<file path="config.mk">
export PLATFORM = sky130hd
export DESIGN_NAME = lsp_serial_port
export DESIGN_NICKNAME = d
export VERILOG_FILES = /design/src/inc/lsp_pkg.sv /design/src/rtl/lsp_regfile.sv /design/src/rtl/lsp_serial_port.sv
export VERILOG_INCLUDE_DIRS = /design/src /design/src/inc
export SDC_FILE = /design/constraint.sdc
export NUM_CORES = 1
export LEC_CHECK = 0
export BUFFER_PORTS_ARGS = -buffer_cell sky130_fd_sc_hd__clkbuf_2
export CORE_MARGIN = 2
export CORE_UTILIZATION = 53
export CTS_CLUSTER_DIAMETER = 200
export DETAILED_ROUTE_END_ITERATION = 10
export GPL_TIMING_DRIVEN = 1
export PLACE_DENSITY = 0.83
export SLEW_MARGIN = 10
export SYNTH_ARGS = -nofsm -noshare
export SYNTH_HDL_FRONTEND = slang
export SYNTH_SLANG_ARGS = --single-unit
export TNS_END_PERCENT = 10
</file>
<file path="constraint.sdc">
create_clock -name clk -period 3.5 [get_ports clk]
set_input_delay 0.525 -clock clk [delete_from_list [all_inputs] [get_ports clk]]
set_output_delay 0.525 -clock clk [all_outputs]
set_load 0.02 [all_outputs]
</file>
<file path="src/inc/lsp_cfg.svh">
// Constants for the lamp switch serial port: field layout, register addresses and codes.
// Assumes a 100 MHz system clock; included by bare name.
`ifndef LSP_CFG_SVH
`define LSP_CFG_SVH

// ----------------------------------------------------------------------
// Word layout
// ----------------------------------------------------------------------
`define LSP_WORD_BITS     16
`define LSP_ADDR_MSB      14
`define LSP_ADDR_LSB      10
`define LSP_DATA_MSB      9
`define LSP_REG_COUNT     32

// ----------------------------------------------------------------------
// Sense selector codes (data bits [2:0] of the sense register)
// ----------------------------------------------------------------------
`define LSP_SENSE_ADDR    5'h01
`define LSP_SENSE_OFF     3'h0
`define LSP_SENSE_TEMP    3'h5

// ----------------------------------------------------------------------
// Register holding direct-control flags and pwm clock select
// ----------------------------------------------------------------------
`define LSP_CTRL_ADDR     5'h02
`define LSP_CTRL_PWM_BIT  4
`define LSP_CTRL_EXT_BIT  5

// ----------------------------------------------------------------------
// Reset values
// ----------------------------------------------------------------------
`define LSP_REG_RESET     10'h000

`endif

</file>
<file path="src/inc/lsp_pkg.sv">
// Types shared by the lamp switch serial port design.
// Assumes lsp_cfg.svh for numeric constants.
package lsp_pkg;

  // ----------------------------------------------------------------------
  // Types
  // ----------------------------------------------------------------------
  typedef logic [15:0] lsp_word_t;
  typedef logic [4:0]  lsp_addr_t;
  typedef logic [9:0]  lsp_data_t;

  typedef enum logic [1:0] {
    LSP_SLEEP,
    LSP_NORMAL,
    LSP_FAILSAFE,
    LSP_FAULT
  } lsp_mode_e;

  typedef enum logic [1:0] {
    LSP_SENSE_HIZ,
    LSP_SENSE_CURRENT,
    LSP_SENSE_BOARD_TEMP
  } lsp_sense_e;

endpackage : lsp_pkg

</file>
<file path="src/rtl/lsp_regfile.sv">
// Small register memory written at frame end, read data registered.
// Assumes a single clock domain; clear empties every word.
`timescale 1ns/10ps
module lsp_regfile #(
  parameter int DEPTH = 32,
  parameter int WIDTH = 10
) (
  input  wire logic                     clk,
  input  wire logic                     rst,
  input  wire logic                     clear,
  input  wire logic                     wr_en,
  input  wire logic [$clog2(DEPTH)-1:0] wr_addr,
  input  wire logic [WIDTH-1:0]         wr_data,
  input  wire logic [$clog2(DEPTH)-1:0] rd_addr,
  output logic      [WIDTH-1:0]         rd_data
);

  logic [WIDTH-1:0] mem_q [DEPTH];

  // ----------------------------------------------------------------------
  // Storage and registered read
  // ----------------------------------------------------------------------
  always_ff @(posedge clk or posedge rst) begin
    if (rst) begin
      for (int i = 0; i < DEPTH; i++) begin
        mem_q[i] <= '0;
      end
      rd_data <= '0;
    end else begin
      if (clear) begin
        for (int i = 0; i < DEPTH; i++) begin
          mem_q[i] <= '0;
        end
      end else if (wr_en) begin
        mem_q[wr_addr] <= wr_data;
      end
      rd_data <= mem_q[rd_addr];
    end
  end

endmodule : lsp_regfile

</file>
<file path="src/rtl/lsp_serial_port.sv">
// Serial control port and control-pin logic of a quad high side lamp switch.
// Assumes all pins are asynchronous to clk; all but vdd_ok and channel_faults are synchronised here.
//
// Notes on behaviour
// Serial input is sampled on each falling serial clock edge during select.
// Host sends exactly sixteen bits per command, most significant first.
// Serial output changes on each rising serial clock edge.
// Select rising edge writes the received word to its addressed register.
// Select falling edge loads current status into the output shifter.
// Serial output driven only while select is low, otherwise released.
// Clock and input activity are ignored while select is high.
// Host keeps serial clock low while changing select.
// A five-bit address field selects the target register.
// Host keeps serial clock under its maximum rate.
// Host holds reset low at least its minimum time.
// Host waits the enable time after reset before selecting.
// Host keeps select high a minimum time between frames.
// Reset low clears configuration and faults and forces sleep; here sleep only if wake pin and direct inputs are also low, and faults are not cleared.
// Reset rising starts watchdog; reset high also wakes.
// Each direct input wakes and directly drives its output; here in fault mode a faulted channel stays off.
// Direct input zero supplies the pwm clock when external clock used.
// Wake pin high wakes the device.
// Any fault pulls the open-drain fault flag low; details over serial; here only while awake.
// Loss of logic supply enters fail-safe mode; here only while awake and with no channel fault, since fault mode wins.
// Sense output reports a channel current, board temperature, or is off.
// Status words report outputs, configuration and key input pins.
// With no wake source asleep: outputs off, configuration read as zero.
// Full duplex: reply shifts out while command shifts in, msb first.
`timescale 1ns/10ps
`include "lsp_cfg.svh"
module lsp_serial_port #(
  parameter int CHANNELS = 4
) (
  input  wire logic                clk,
  input  wire logic                rst,
  input  wire logic                sclk,
  input  wire logic                cs_n,
  input  wire logic                si,
  input  wire logic                reset_n_pin,
  input  wire logic                wake_pin,
  input  wire logic [CHANNELS-1:0] direct_inputs,
  input  wire logic                vdd_ok,
  input  wire logic [CHANNELS-1:0] channel_faults,
  output logic                     so_o,
  output logic                     so_oe,
  output logic                     fault_flag_pin_o,
  output logic                     fault_flag_pin_oe,
  output logic [CHANNELS-1:0]      high_side_outputs,
  output logic                     pwm_clk,
  output logic                     watchdog_start,
  output lsp_pkg::lsp_mode_e       mode,
  output lsp_pkg::lsp_sense_e      sense_output_mode,
  output logic [1:0]               sense_channel
);
  import lsp_pkg::*;

  localparam int NSYNC = 5 + CHANNELS;

  // Block state apart from the register read flops
  typedef struct packed {
    logic [NSYNC-1:0]   s1;
    logic [NSYNC-1:0]   s2;
    logic               sclk_prev;
    logic               cs_prev;
    logic               rst_prev;
    lsp_word_t          rx;
    lsp_word_t          tx;
    logic [4:0]         bits;
    logic               so;
    logic               so_oe;
    logic               ff_oe;
    logic [CHANNELS-1:0] hs;
    logic               pclk;
    logic               wd;
    lsp_mode_e          mode;
    lsp_sense_e         sense;
    logic [1:0]         sch;
    logic               wr;
    lsp_addr_t          waddr;
    lsp_data_t          wdata;
  } lsp_state_s;

  lsp_state_s st_q;
  lsp_state_s st_d;

  logic      cfg_clear;
  lsp_addr_t rd_addr;
  lsp_data_t rd_data;
  lsp_data_t ctrl_q;
  lsp_data_t sense_q;

  // Decode sense selection from a register word
  function automatic lsp_sense_e lsp_sense_decode(input lsp_data_t d);
    if (d[2:0] == `LSP_SENSE_OFF) begin
      return LSP_SENSE_HIZ;
    end else if (d[2:0] == `LSP_SENSE_TEMP) begin
      return LSP_SENSE_BOARD_TEMP;
    end
    return LSP_SENSE_CURRENT;
  endfunction : lsp_sense_decode

  // ----------------------------------------------------------------------
  // Synchronised pin views (second stage only)
  // ----------------------------------------------------------------------
  logic                sclk_s;
  logic                cs_s;
  logic                si_s;
  logic                rstp_s;
  logic                wake_s;
  logic [CHANNELS-1:0] in_s;
  logic                wake_any;

  assign sclk_s   = st_q.s2[0];
  assign cs_s     = st_q.s2[1];
  assign si_s     = st_q.s2[2];
  assign rstp_s   = st_q.s2[3];
  assign wake_s   = st_q.s2[4];
  assign in_s     = st_q.s2[NSYNC-1:5];
  assign wake_any = rstp_s | wake_s | (|in_s);

  // Configuration cleared while reset pin low or asleep
  assign cfg_clear = ~rstp_s;

  // ----------------------------------------------------------------------
  // Register memory: written at frame end, read for config
  // ----------------------------------------------------------------------
  lsp_regfile #(
    .DEPTH(`LSP_REG_COUNT),
    .WIDTH(10)
  ) u_regs (
    .clk     (clk),
    .rst     (rst),
    .clear   (cfg_clear),
    .wr_en   (st_q.wr),
    .wr_addr (st_q.waddr),
    .wr_data (st_q.wdata),
    .rd_addr (rd_addr),
    .rd_data (rd_data)
  );

  // Alternate reads between control and sense words
  logic rd_sel_q;
  always_ff @(posedge clk or posedge rst) begin
    if (rst) begin
      rd_sel_q <= 1'b0;
      ctrl_q   <= `LSP_REG_RESET;
      sense_q  <= `LSP_REG_RESET;
    end else begin
      rd_sel_q <= ~rd_sel_q;
      // Data for rd_sel_q arrives one cycle later
      if (rd_sel_q) begin
        ctrl_q <= rd_data;
      end else begin
        sense_q <= rd_data;
      end
    end
  end
  assign rd_addr = rd_sel_q ? `LSP_SENSE_ADDR : `LSP_CTRL_ADDR;

  // ----------------------------------------------------------------------
  // Next-state logic
  // ----------------------------------------------------------------------
  always_comb begin
    logic sclk_fall;
    logic sclk_rise;
    logic cs_fall;
    logic cs_rise;
    logic awake;
    logic any_fault;
    lsp_data_t ctrl_eff;
    lsp_data_t sense_eff;
    sclk_fall = 1'b0;
    sclk_rise = 1'b0;
    cs_fall   = 1'b0;
    cs_rise   = 1'b0;
    awake     = 1'b0;
    any_fault = 1'b0;
    ctrl_eff  = '0;
    sense_eff = '0;
    st_d = st_q;

    // Two-stage synchroniser for every pin except vdd_ok and channel_faults
    st_d.s1 = {direct_inputs, wake_pin, reset_n_pin, si, cs_n, sclk};
    st_d.s2 = st_q.s1;
    st_d.sclk_prev = sclk_s;
    st_d.cs_prev   = cs_s;
    st_d.rst_prev  = rstp_s;

    sclk_fall = st_q.sclk_prev & ~sclk_s & ~cs_s;
    sclk_rise = ~st_q.sclk_prev & sclk_s & ~cs_s;
    cs_fall   = st_q.cs_prev & ~cs_s;
    cs_rise   = ~st_q.cs_prev & cs_s;
    awake     = wake_any;
    any_fault = |channel_faults;

    // Sleep reads configuration as zero
    ctrl_eff  = awake ? ctrl_q : '0;
    sense_eff = awake ? sense_q : '0;
    st_d.wr   = 1'b0;

    // Frame start: load status and drive first bit
    if (cs_fall) begin
      st_d.tx   = {1'b0, any_fault, st_q.mode, in_s, st_q.hs,
                   ctrl_eff[3:0]};
      st_d.bits = '0;
      st_d.so   = st_d.tx[15];
    end else if (sclk_fall) begin
      st_d.rx   = {st_q.rx[14:0], si_s};
      st_d.bits = st_q.bits + 5'h01;
    end else if (sclk_rise && st_q.bits != 5'h00) begin
      st_d.tx = {st_q.tx[14:0], 1'b0};
      st_d.so = st_q.tx[14];
    end

    // Frame end: commit a full word to its address
    if (cs_rise && st_q.bits == 5'(`LSP_WORD_BITS) && rstp_s) begin
      st_d.wr    = 1'b1;
      st_d.waddr = st_q.rx[`LSP_ADDR_MSB:`LSP_ADDR_LSB];
      st_d.wdata = st_q.rx[`LSP_DATA_MSB:0];
    end

    // Output driver enabled only inside a frame
    st_d.so_oe = ~cs_s & ~cs_rise;

    // Watchdog start pulse on reset pin rising
    st_d.wd = rstp_s & ~st_q.rst_prev;

    // Mode selection
    if (!awake || !rstp_s && !wake_s && !(|in_s)) begin
      st_d.mode = LSP_SLEEP;
    end else if (any_fault) begin
      st_d.mode = LSP_FAULT;
    end else if (!vdd_ok) begin
      st_d.mode = LSP_FAILSAFE;
    end else begin
      st_d.mode = LSP_NORMAL;
    end

    // Output drive per mode
    case (st_d.mode)
      LSP_SLEEP:    st_d.hs = '0;
      LSP_FAILSAFE: st_d.hs = in_s;
      LSP_FAULT:    st_d.hs = in_s & ~channel_faults;
      LSP_NORMAL:   st_d.hs = ctrl_eff[`LSP_CTRL_PWM_BIT] ? in_s :
                              (in_s | ctrl_eff[3:0]);
      default:      st_d.hs = '0;
    endcase

    // External pwm clock from direct input zero
    st_d.pclk = ctrl_eff[`LSP_CTRL_EXT_BIT] & in_s[0];

    // Fault flag pulled low on any fault while awake
    st_d.ff_oe = any_fault & awake;

    // Sense selection
    st_d.sense = lsp_sense_decode(sense_eff);
    st_d.sch   = sense_eff[4:3];
  end

  // ----------------------------------------------------------------------
  // State register
  // ----------------------------------------------------------------------
  always_ff @(posedge clk or posedge rst) begin
    if (rst) begin
      st_q         <= '0;
      // Select idles high so no false frame edge follows reset
      st_q.s1[1]   <= 1'b1;
      st_q.s2[1]   <= 1'b1;
      st_q.cs_prev <= 1'b1;
    end else begin
      st_q <= st_d;
    end
  end

  // ----------------------------------------------------------------------
  // Outputs straight from flops, except fault flag level tied low
  // ----------------------------------------------------------------------
  assign so_o              = st_q.so;
  assign so_oe             = st_q.so_oe;
  assign fault_flag_pin_o  = 1'b0;
  assign fault_flag_pin_oe = st_q.ff_oe;
  assign high_side_outputs = st_q.hs;
  assign pwm_clk           = st_q.pclk;
  assign watchdog_start    = st_q.wd;
  assign mode              = st_q.mode;
  assign sense_output_mode = st_q.sense;
  assign sense_channel     = st_q.sch;

endmodule : lsp_serial_port

</file>
# Yosys cells after proc, flatten, opt, wreduce, memory -nomap -nowiden
# Cells that the tools add are included.
# classes
eq_ne	7
addsub	1
order_cmp	3
n_mux	28
n_reduce_logical	20
n_bitwise	25
# ops
cell	count
$mux W320	2
$bwmux W320	1
$bmux W10 S5	1
$demux W10 S5	1
$mux W15	2
$mux W21	1
$mux W6	3
$mux W16	1
$pmux W4 S4	1
$mux W2	7
$ge A6 B6 Y1 const B	2
$and A1 B1 Y1	10
$mux W10	1
$mux W5	2
$not A1 Y1	8
$reduce_or A4 Y1	2
$logic_and A1 B1 Y1	6
$lt A6 B1 Y1 const B	1
$not A2 Y6	1
$not A5 Y6	1
$add A5 B1 Y5 const B	1
$eq A5 B5 Y1 const B	1
$reduce_bool A5 Y1	1
$and A4 B4 Y4	1
16 further kinds	26
# totals
in_bits	16
wordCells	140
out_inout_bits	16
regBits	425

# Longest topological paths before layout
# depth
depth_word	8
ltp_mapped	6
depth_no_buf	6

# By module
# Synthesis repeated with hierarchy kept, for this count alone.
# hier_totals
hier_cells	1827
area_unflattened_um2	20210.6
# modules_own_cells
mod	cells_each	area_per_inst_um2	instances	seq_area_each_um2
lsp_regfile	1531	16349.4	1	8257.9
lsp_serial_port	296	3861.2	1	2481.1

# Worst setup path after synthesis
# OpenSTA, ideal clock, no wires.
# synth_path
path_kind	reg-to-reg
from	register st_q[31] in the netlist's numbering
to	register st_q[40] in the netlist's numbering
required_ns	3.374
setup_time_ns	0.126
n_path_buf	0
path_stages_with_launch	7
period_less_slack_ns	1.746
t_arrival_ns	1.620
path_slack_ns	1.754
path_cell_list	dfrtp_1 inv_1 ha_1 or4b_4 nand3_4 nor2_4 a221o_1
# synth_via
elab_chain_len	4
# synth_lines
item	line_no	source
start, declared	lsp_serial_port.sv:83	lsp_state_s st_q;
start signal, assigned	lsp_serial_port.sv:271	st_q <= st_d;
$reduce_bool A5 Y1	lsp_serial_port.sv:210	end else if (sclk_rise && st_q.bits != 5'h00) begin
$logic_and A1 B1 Y1	lsp_serial_port.sv:210	
$reduce_bool A2 Y1 (no line)	--	
$reduce_and A2 Y1 (no line)	--	
# No other way between the ends.
# A chain may end at the register's enable or synchronous reset.

==> impl_table.tex <==
\begin{tabular}{lr}
\hline
Metric & Value \\
\hline
\multicolumn{2}{l}{\textbf{Cells and area}} \\
\quad Area of combinational cells with multiple inputs & 1300 um\^{}2 \\
\quad Post-Route Utilization & 0.653 \\
\quad Footprint of the flip-flops and latches & 2830 um\^{}2 \\
\quad Final layout net count & 357 \\
\quad Layout overhead on the synthesized area & 17.9\% \\
\quad Fraction of final layout cells with drive strength greater than 1 & 0.318 \\
\quad Count of fill cells added during filler insertion & between 500 and 600 \\
\quad Final antenna diode count & 0 \\
\quad Area of all placed cells without fillers & between 5000 and 6000 um\^{}2 \\
\multicolumn{2}{l}{\textbf{Placed design}} \\
\quad Final weighted congestion in routability-driven placement & between 0.7 and 0.8 \\
\quad Area of placed instances & 4500 um\^{}2 \\
\quad Number of input and output port buffers inserted & 30 \\
\quad HPWL after detailed placement & 4520 um \\
\quad Worst setup timing slack at the placement stage & $\sim$1500 ps \\
\multicolumn{2}{l}{\textbf{Yosys}} \\
\quad Sequential-to-total area share from yosys stat & 0.655 \\
\quad Synthesized net count & 330 \\
\quad Cell area after technology mapping & 4330 um\^{}2 \\
\quad Library cell with the largest summed area after synthesis & sky130\_fd\_sc\_hd\_\_dfrtp\_1 \\
\quad Async set-reset flop share out of synthesis & 1.00 \\
\quad Total of warnings raised by yosys & 0 \\
\quad Gate Count Post-Synth & 312 \\
\quad Number of synthesized flops with an enable pin & 0 \\
\quad Flip-flop and latch count after synthesis & 113 \\
\quad Area share of the largest cell type after synthesis & 0.636 \\
\quad Mean instance size in the synthesized netlist & 13.9 um\^{}2 \\
\quad Most common flop cell mapped by yosys & sky130\_fd\_sc\_hd\_\_dfrtp\_1 \\
\quad Main area contributors after synthesis & sky130\_fd\_sc\_hd\_\_dfrtp\_1 64\%, sky130\_fd\_sc\_hd\_\_mux2\_2 8.9\%, sky130\_fd\_sc\_hd\_\_mux2\_1 2.3\% \\
\quad Number of library cell types mapped by synthesis & 44 \\
\multicolumn{2}{l}{\textbf{Routing}} \\
\quad Via density & 5.36 \\
\quad Wirelength, routed & 7420 um \\
\quad Antenna viol nets, final & 0 \\
\quad DRC violation count after routing & 0 \\
\quad Number of design-rule violations left by the first detailed-router iteration & 118 \\
\quad Detailed-routing iteration count for the pre-antenna-repair pass & 5 \\
\quad Total number of vias & between 2,000 and 2,500 \\
\quad Average wire length per cell after detail routing & 16.3 um \\
\multicolumn{2}{l}{\textbf{Timing}} \\
\quad Setup repair after global routing missed its margin & no \\
\quad Shortest clock period the worst path allows after layout & 2090 ps \\
\quad Slew at the pin closest to its max-slew limit & 812 ps \\
\quad Final count of negative-setup-slack endpoints & 0 \\
\quad Layout Skew & roughly 8 ps \\
\quad Post-route clock period utilization & 0.597 \\
\quad Final total negative setup slack & 0 ps \\
\quad Endpoints failing hold & 0 \\
\quad Final setup slack of the worst path & between 1000 and 1500 ps \\
\quad Max Transition Viols Final & 0 \\
\quad Maximum clock frequency & 0.479 GHz \\
\quad Slew HR & 0.458 \\
\multicolumn{2}{l}{\textbf{Power and ir drop}} \\
\quad Part of the power in registers & 0.431 \\
\quad Sw Share & 0.212 \\
\quad Logic pwr share & 0.049 \\
\quad Static power due to leakage & 2.49 nW \\
\quad Power Dens Cells & 647 nW/um\^{}2 \\
\quad Net switching power & 0.701 mW \\
\quad Cell-internal power & 2.60 mW \\
\quad Maximum vdd drop & between 400 and 500 uV \\
\quad Share of total power in the clock network & 0.520 \\
\multicolumn{2}{l}{\textbf{Clock network}} \\
\quad Clock tree from TritonCTS & done \\
\quad Cell chosen for the clock root & sky130\_fd\_sc\_hd\_\_clkbuf\_8 \\
\quad Sinks on the clock net & 113 \\
\quad Number of buffers on the longest clock path & 2 \\
\quad Post\_cts resized & 0 \\
\quad Num CTS Buffers & 17 \\
\quad Post-CTS Setup Repair Bufs & 0 \\
\quad Cts-stage hold buffer count & 0 \\
\quad Clock latency on the worst-skew pair & 510 ps \\
\quad Count of H-tree levels built during CTS & 4 \\
\quad Clock-pin slew of the registers on the worst-case setup and hold paths & 50 ps \\
\multicolumn{2}{l}{\textbf{Global routing}} \\
\quad Combined global-route utilization of all metal layers & 0.186 \\
\quad Wire length of the first global-routing pass & about 12,000 um \\
\quad Global route overflow & 0 \\
\quad Maximum number of pins on one net before global-route repair & 76 \\
\quad Initial antenna violation count & 0 \\
\quad Via count of the first global-routing pass & 2,498 \\
\multicolumn{2}{l}{\textbf{Worst setup path}} \\
\quad Kind of end point of the critical path & flip-flop \\
\quad Critical path required time & about 3900 ps \\
\quad Cell count of the worst reg-to-reg path & 4 \\
\quad Critical setup path kind & flip-flop to flip-flop \\
\quad Critical Path Source Type & flip-flop \\
\quad Max FO, Critical Path & 12 \\
\quad Reg-to-reg setup timing slack & roughly 1400 ps \\
\quad Worst EP arrival & around 2500 ps \\
\multicolumn{2}{l}{\textbf{Floorplanning}} \\
\quad Starting utilization of the core area & 0.554 \\
\quad Ports & 32 \\
\quad Die Wd & between 90 and 100 um \\
\quad Area enclosed by the die boundary & 8900 um\^{}2 \\
\quad Die Y-Extent & 94.3 um \\
\quad Standard cell core area & roughly 7800 um\^{}2 \\
\quad Number of cell rows & 32 \\
\multicolumn{2}{l}{\textbf{Flow run}} \\
\quad Max-cap check violation count & 0 \\
\multicolumn{2}{l}{\textbf{Outcome}} \\
\quad Result of the run & completed \\
\multicolumn{2}{l}{\textbf{Worst hold path}} \\
\quad Hold Crit Class & input pin to flip-flop \\
\quad Number of cells on the worst hold path & 1 \\
\hline
\end{tabular}
## cells in the final DEF (no fill, tap or decap), drive strengths merged
cell type,instances
a221o,7
bufinv,3
buf,4
nand2,17
nor4b,2
xnor2,1
nand3b,3
a22o,5
clkinvlp,3
a21oi,3
dfrtp,110
or2,1
o21ai,15
ha,2
nor4,1
xor2,3
mux2,43
mux2i,6
a31oi,1
nor3,4
or4,1
nor2,7
nor3b,1
o31ai,1
clkbuf,53
or4b,1
conb,1
and2,8
a22oi,1
o221ai,1
nand4,2
clkinv,4
a221oi,1
nand4b,1
nand3,13
dfstp,3
o22ai,4
inv,10
nor2b,5
## cell usage after synthesis (4+ instances only)
cell type	n
sky130_fd_sc_hd__dfrtp_1	110
sky130_fd_sc_hd__buf_4	12
sky130_fd_sc_hd__nand2_1	17
sky130_fd_sc_hd__nand3_1	12
sky130_fd_sc_hd__mux2i_1	6
sky130_fd_sc_hd__o21ai_0	12
sky130_fd_sc_hd__o22ai_1	4
sky130_fd_sc_hd__mux2_2	34
sky130_fd_sc_hd__buf_1	4
sky130_fd_sc_hd__nor2_1	6
sky130_fd_sc_hd__and2_1	8
sky130_fd_sc_hd__inv_1	11
sky130_fd_sc_hd__clkbuf_1	6
sky130_fd_sc_hd__mux2_1	9
sky130_fd_sc_hd__a22o_1	5
sky130_fd_sc_hd__nor2b_1	5
sky130_fd_sc_hd__a221o_1	7
## power by group through the flow
stage | clock network, mW | logic [mW] | registers [mW]
floorplan | 0 | 0.126 | 1.42
global placement | 0 | 0.153 | 1.44
detailed placement | 0 | 0.162 | 1.44
CTS | 1.74 | 0.166 | 1.42
global route | 1.81 | 0.181 | 1.43
finish | 1.72 | 0.162 | 1.42
## per-layer routing
layer / global-route usage / part of all wire
met1: 0.217 / 0.43
met2: 0.307 / 0.50
met3: 0.0623 / 0.045
met4: 0.0978 / 0.020
met5: 0 / 0
## final timing paths
check                                            end  startpoint
worst max-delay path            high_side_outputs[3]     in_s[1]
worst min-delay path                        st_d[72]        cs_n
worst max register to register  high_side_outputs[3]     in_s[1]
worst min register to register                  si_s    st_d[73]
max in group asynchronous                   st_q[40]         rst
min in group asynchronous                   st_d[76]         rst
## worst max-delay path: stages, from the launching register on
cell and delay, ps:
sky130_fd_sc_hd__dfrtp_1 390, sky130_fd_sc_hd__or4_1 540, sky130_fd_sc_hd__nor3_2 570, sky130_fd_sc_hd__nor3_1 210
sky130_fd_sc_hd__a22o_1 260
## sequential cells by signal (all words and copies together), names as in the netlist, 2 cells and up
register	cells
st_q	51
u_regs.mem_q	12
st_d	9
ctrl_q	6
u_regs.rd_data	6
sense_q	5
high_side_outputs	4
in_s	4
mode	2
sense_channel	2
sense_output_mode	2
## final cells by class
type / count / share of cell area
tap: 102 / 0.0250
timing repair buffer: 34 / 0.0378
multi-input combinational: 162 / 0.255
inverter: 11 / 0.00883
sequential: 113 / 0.555
clock inverter: 9 / 0.0253
clock buffer: 23 / 0.0935
## stage by stage
stage / hold WS, ps / power, mW / instances
after CTS: 83.9 / 3.32 / 454
after detailed placement: 335 / 1.60 / 422
after global placement: 333 / 1.59 / 422
after floorplan: 331 / 1.55 / 312
after global routing: 75.7 / 3.42 / 454
final: 101 / 3.30 / 454
## kinds of logic (layout without fill, tap and decap cells)
logic type / after synthesis / after routing / share of synthesized area
adder cells (fa/ha/maj): 2 / 2 / 0.00578
other: 1 / 1 / 0.000867
AND/OR/NAND/NOR: 67 / 67 / 0.0943
XOR/XNOR: 4 / 4 / 0.00810
buffers and inverters: 37 / 77 / 0.0451
AO/OA/AOI/OAI: 39 / 39 / 0.0654
flip-flops: 113 / 113 / 0.655
multiplexers: 49 / 49 / 0.126
Power figures use the tool's default switching activity.
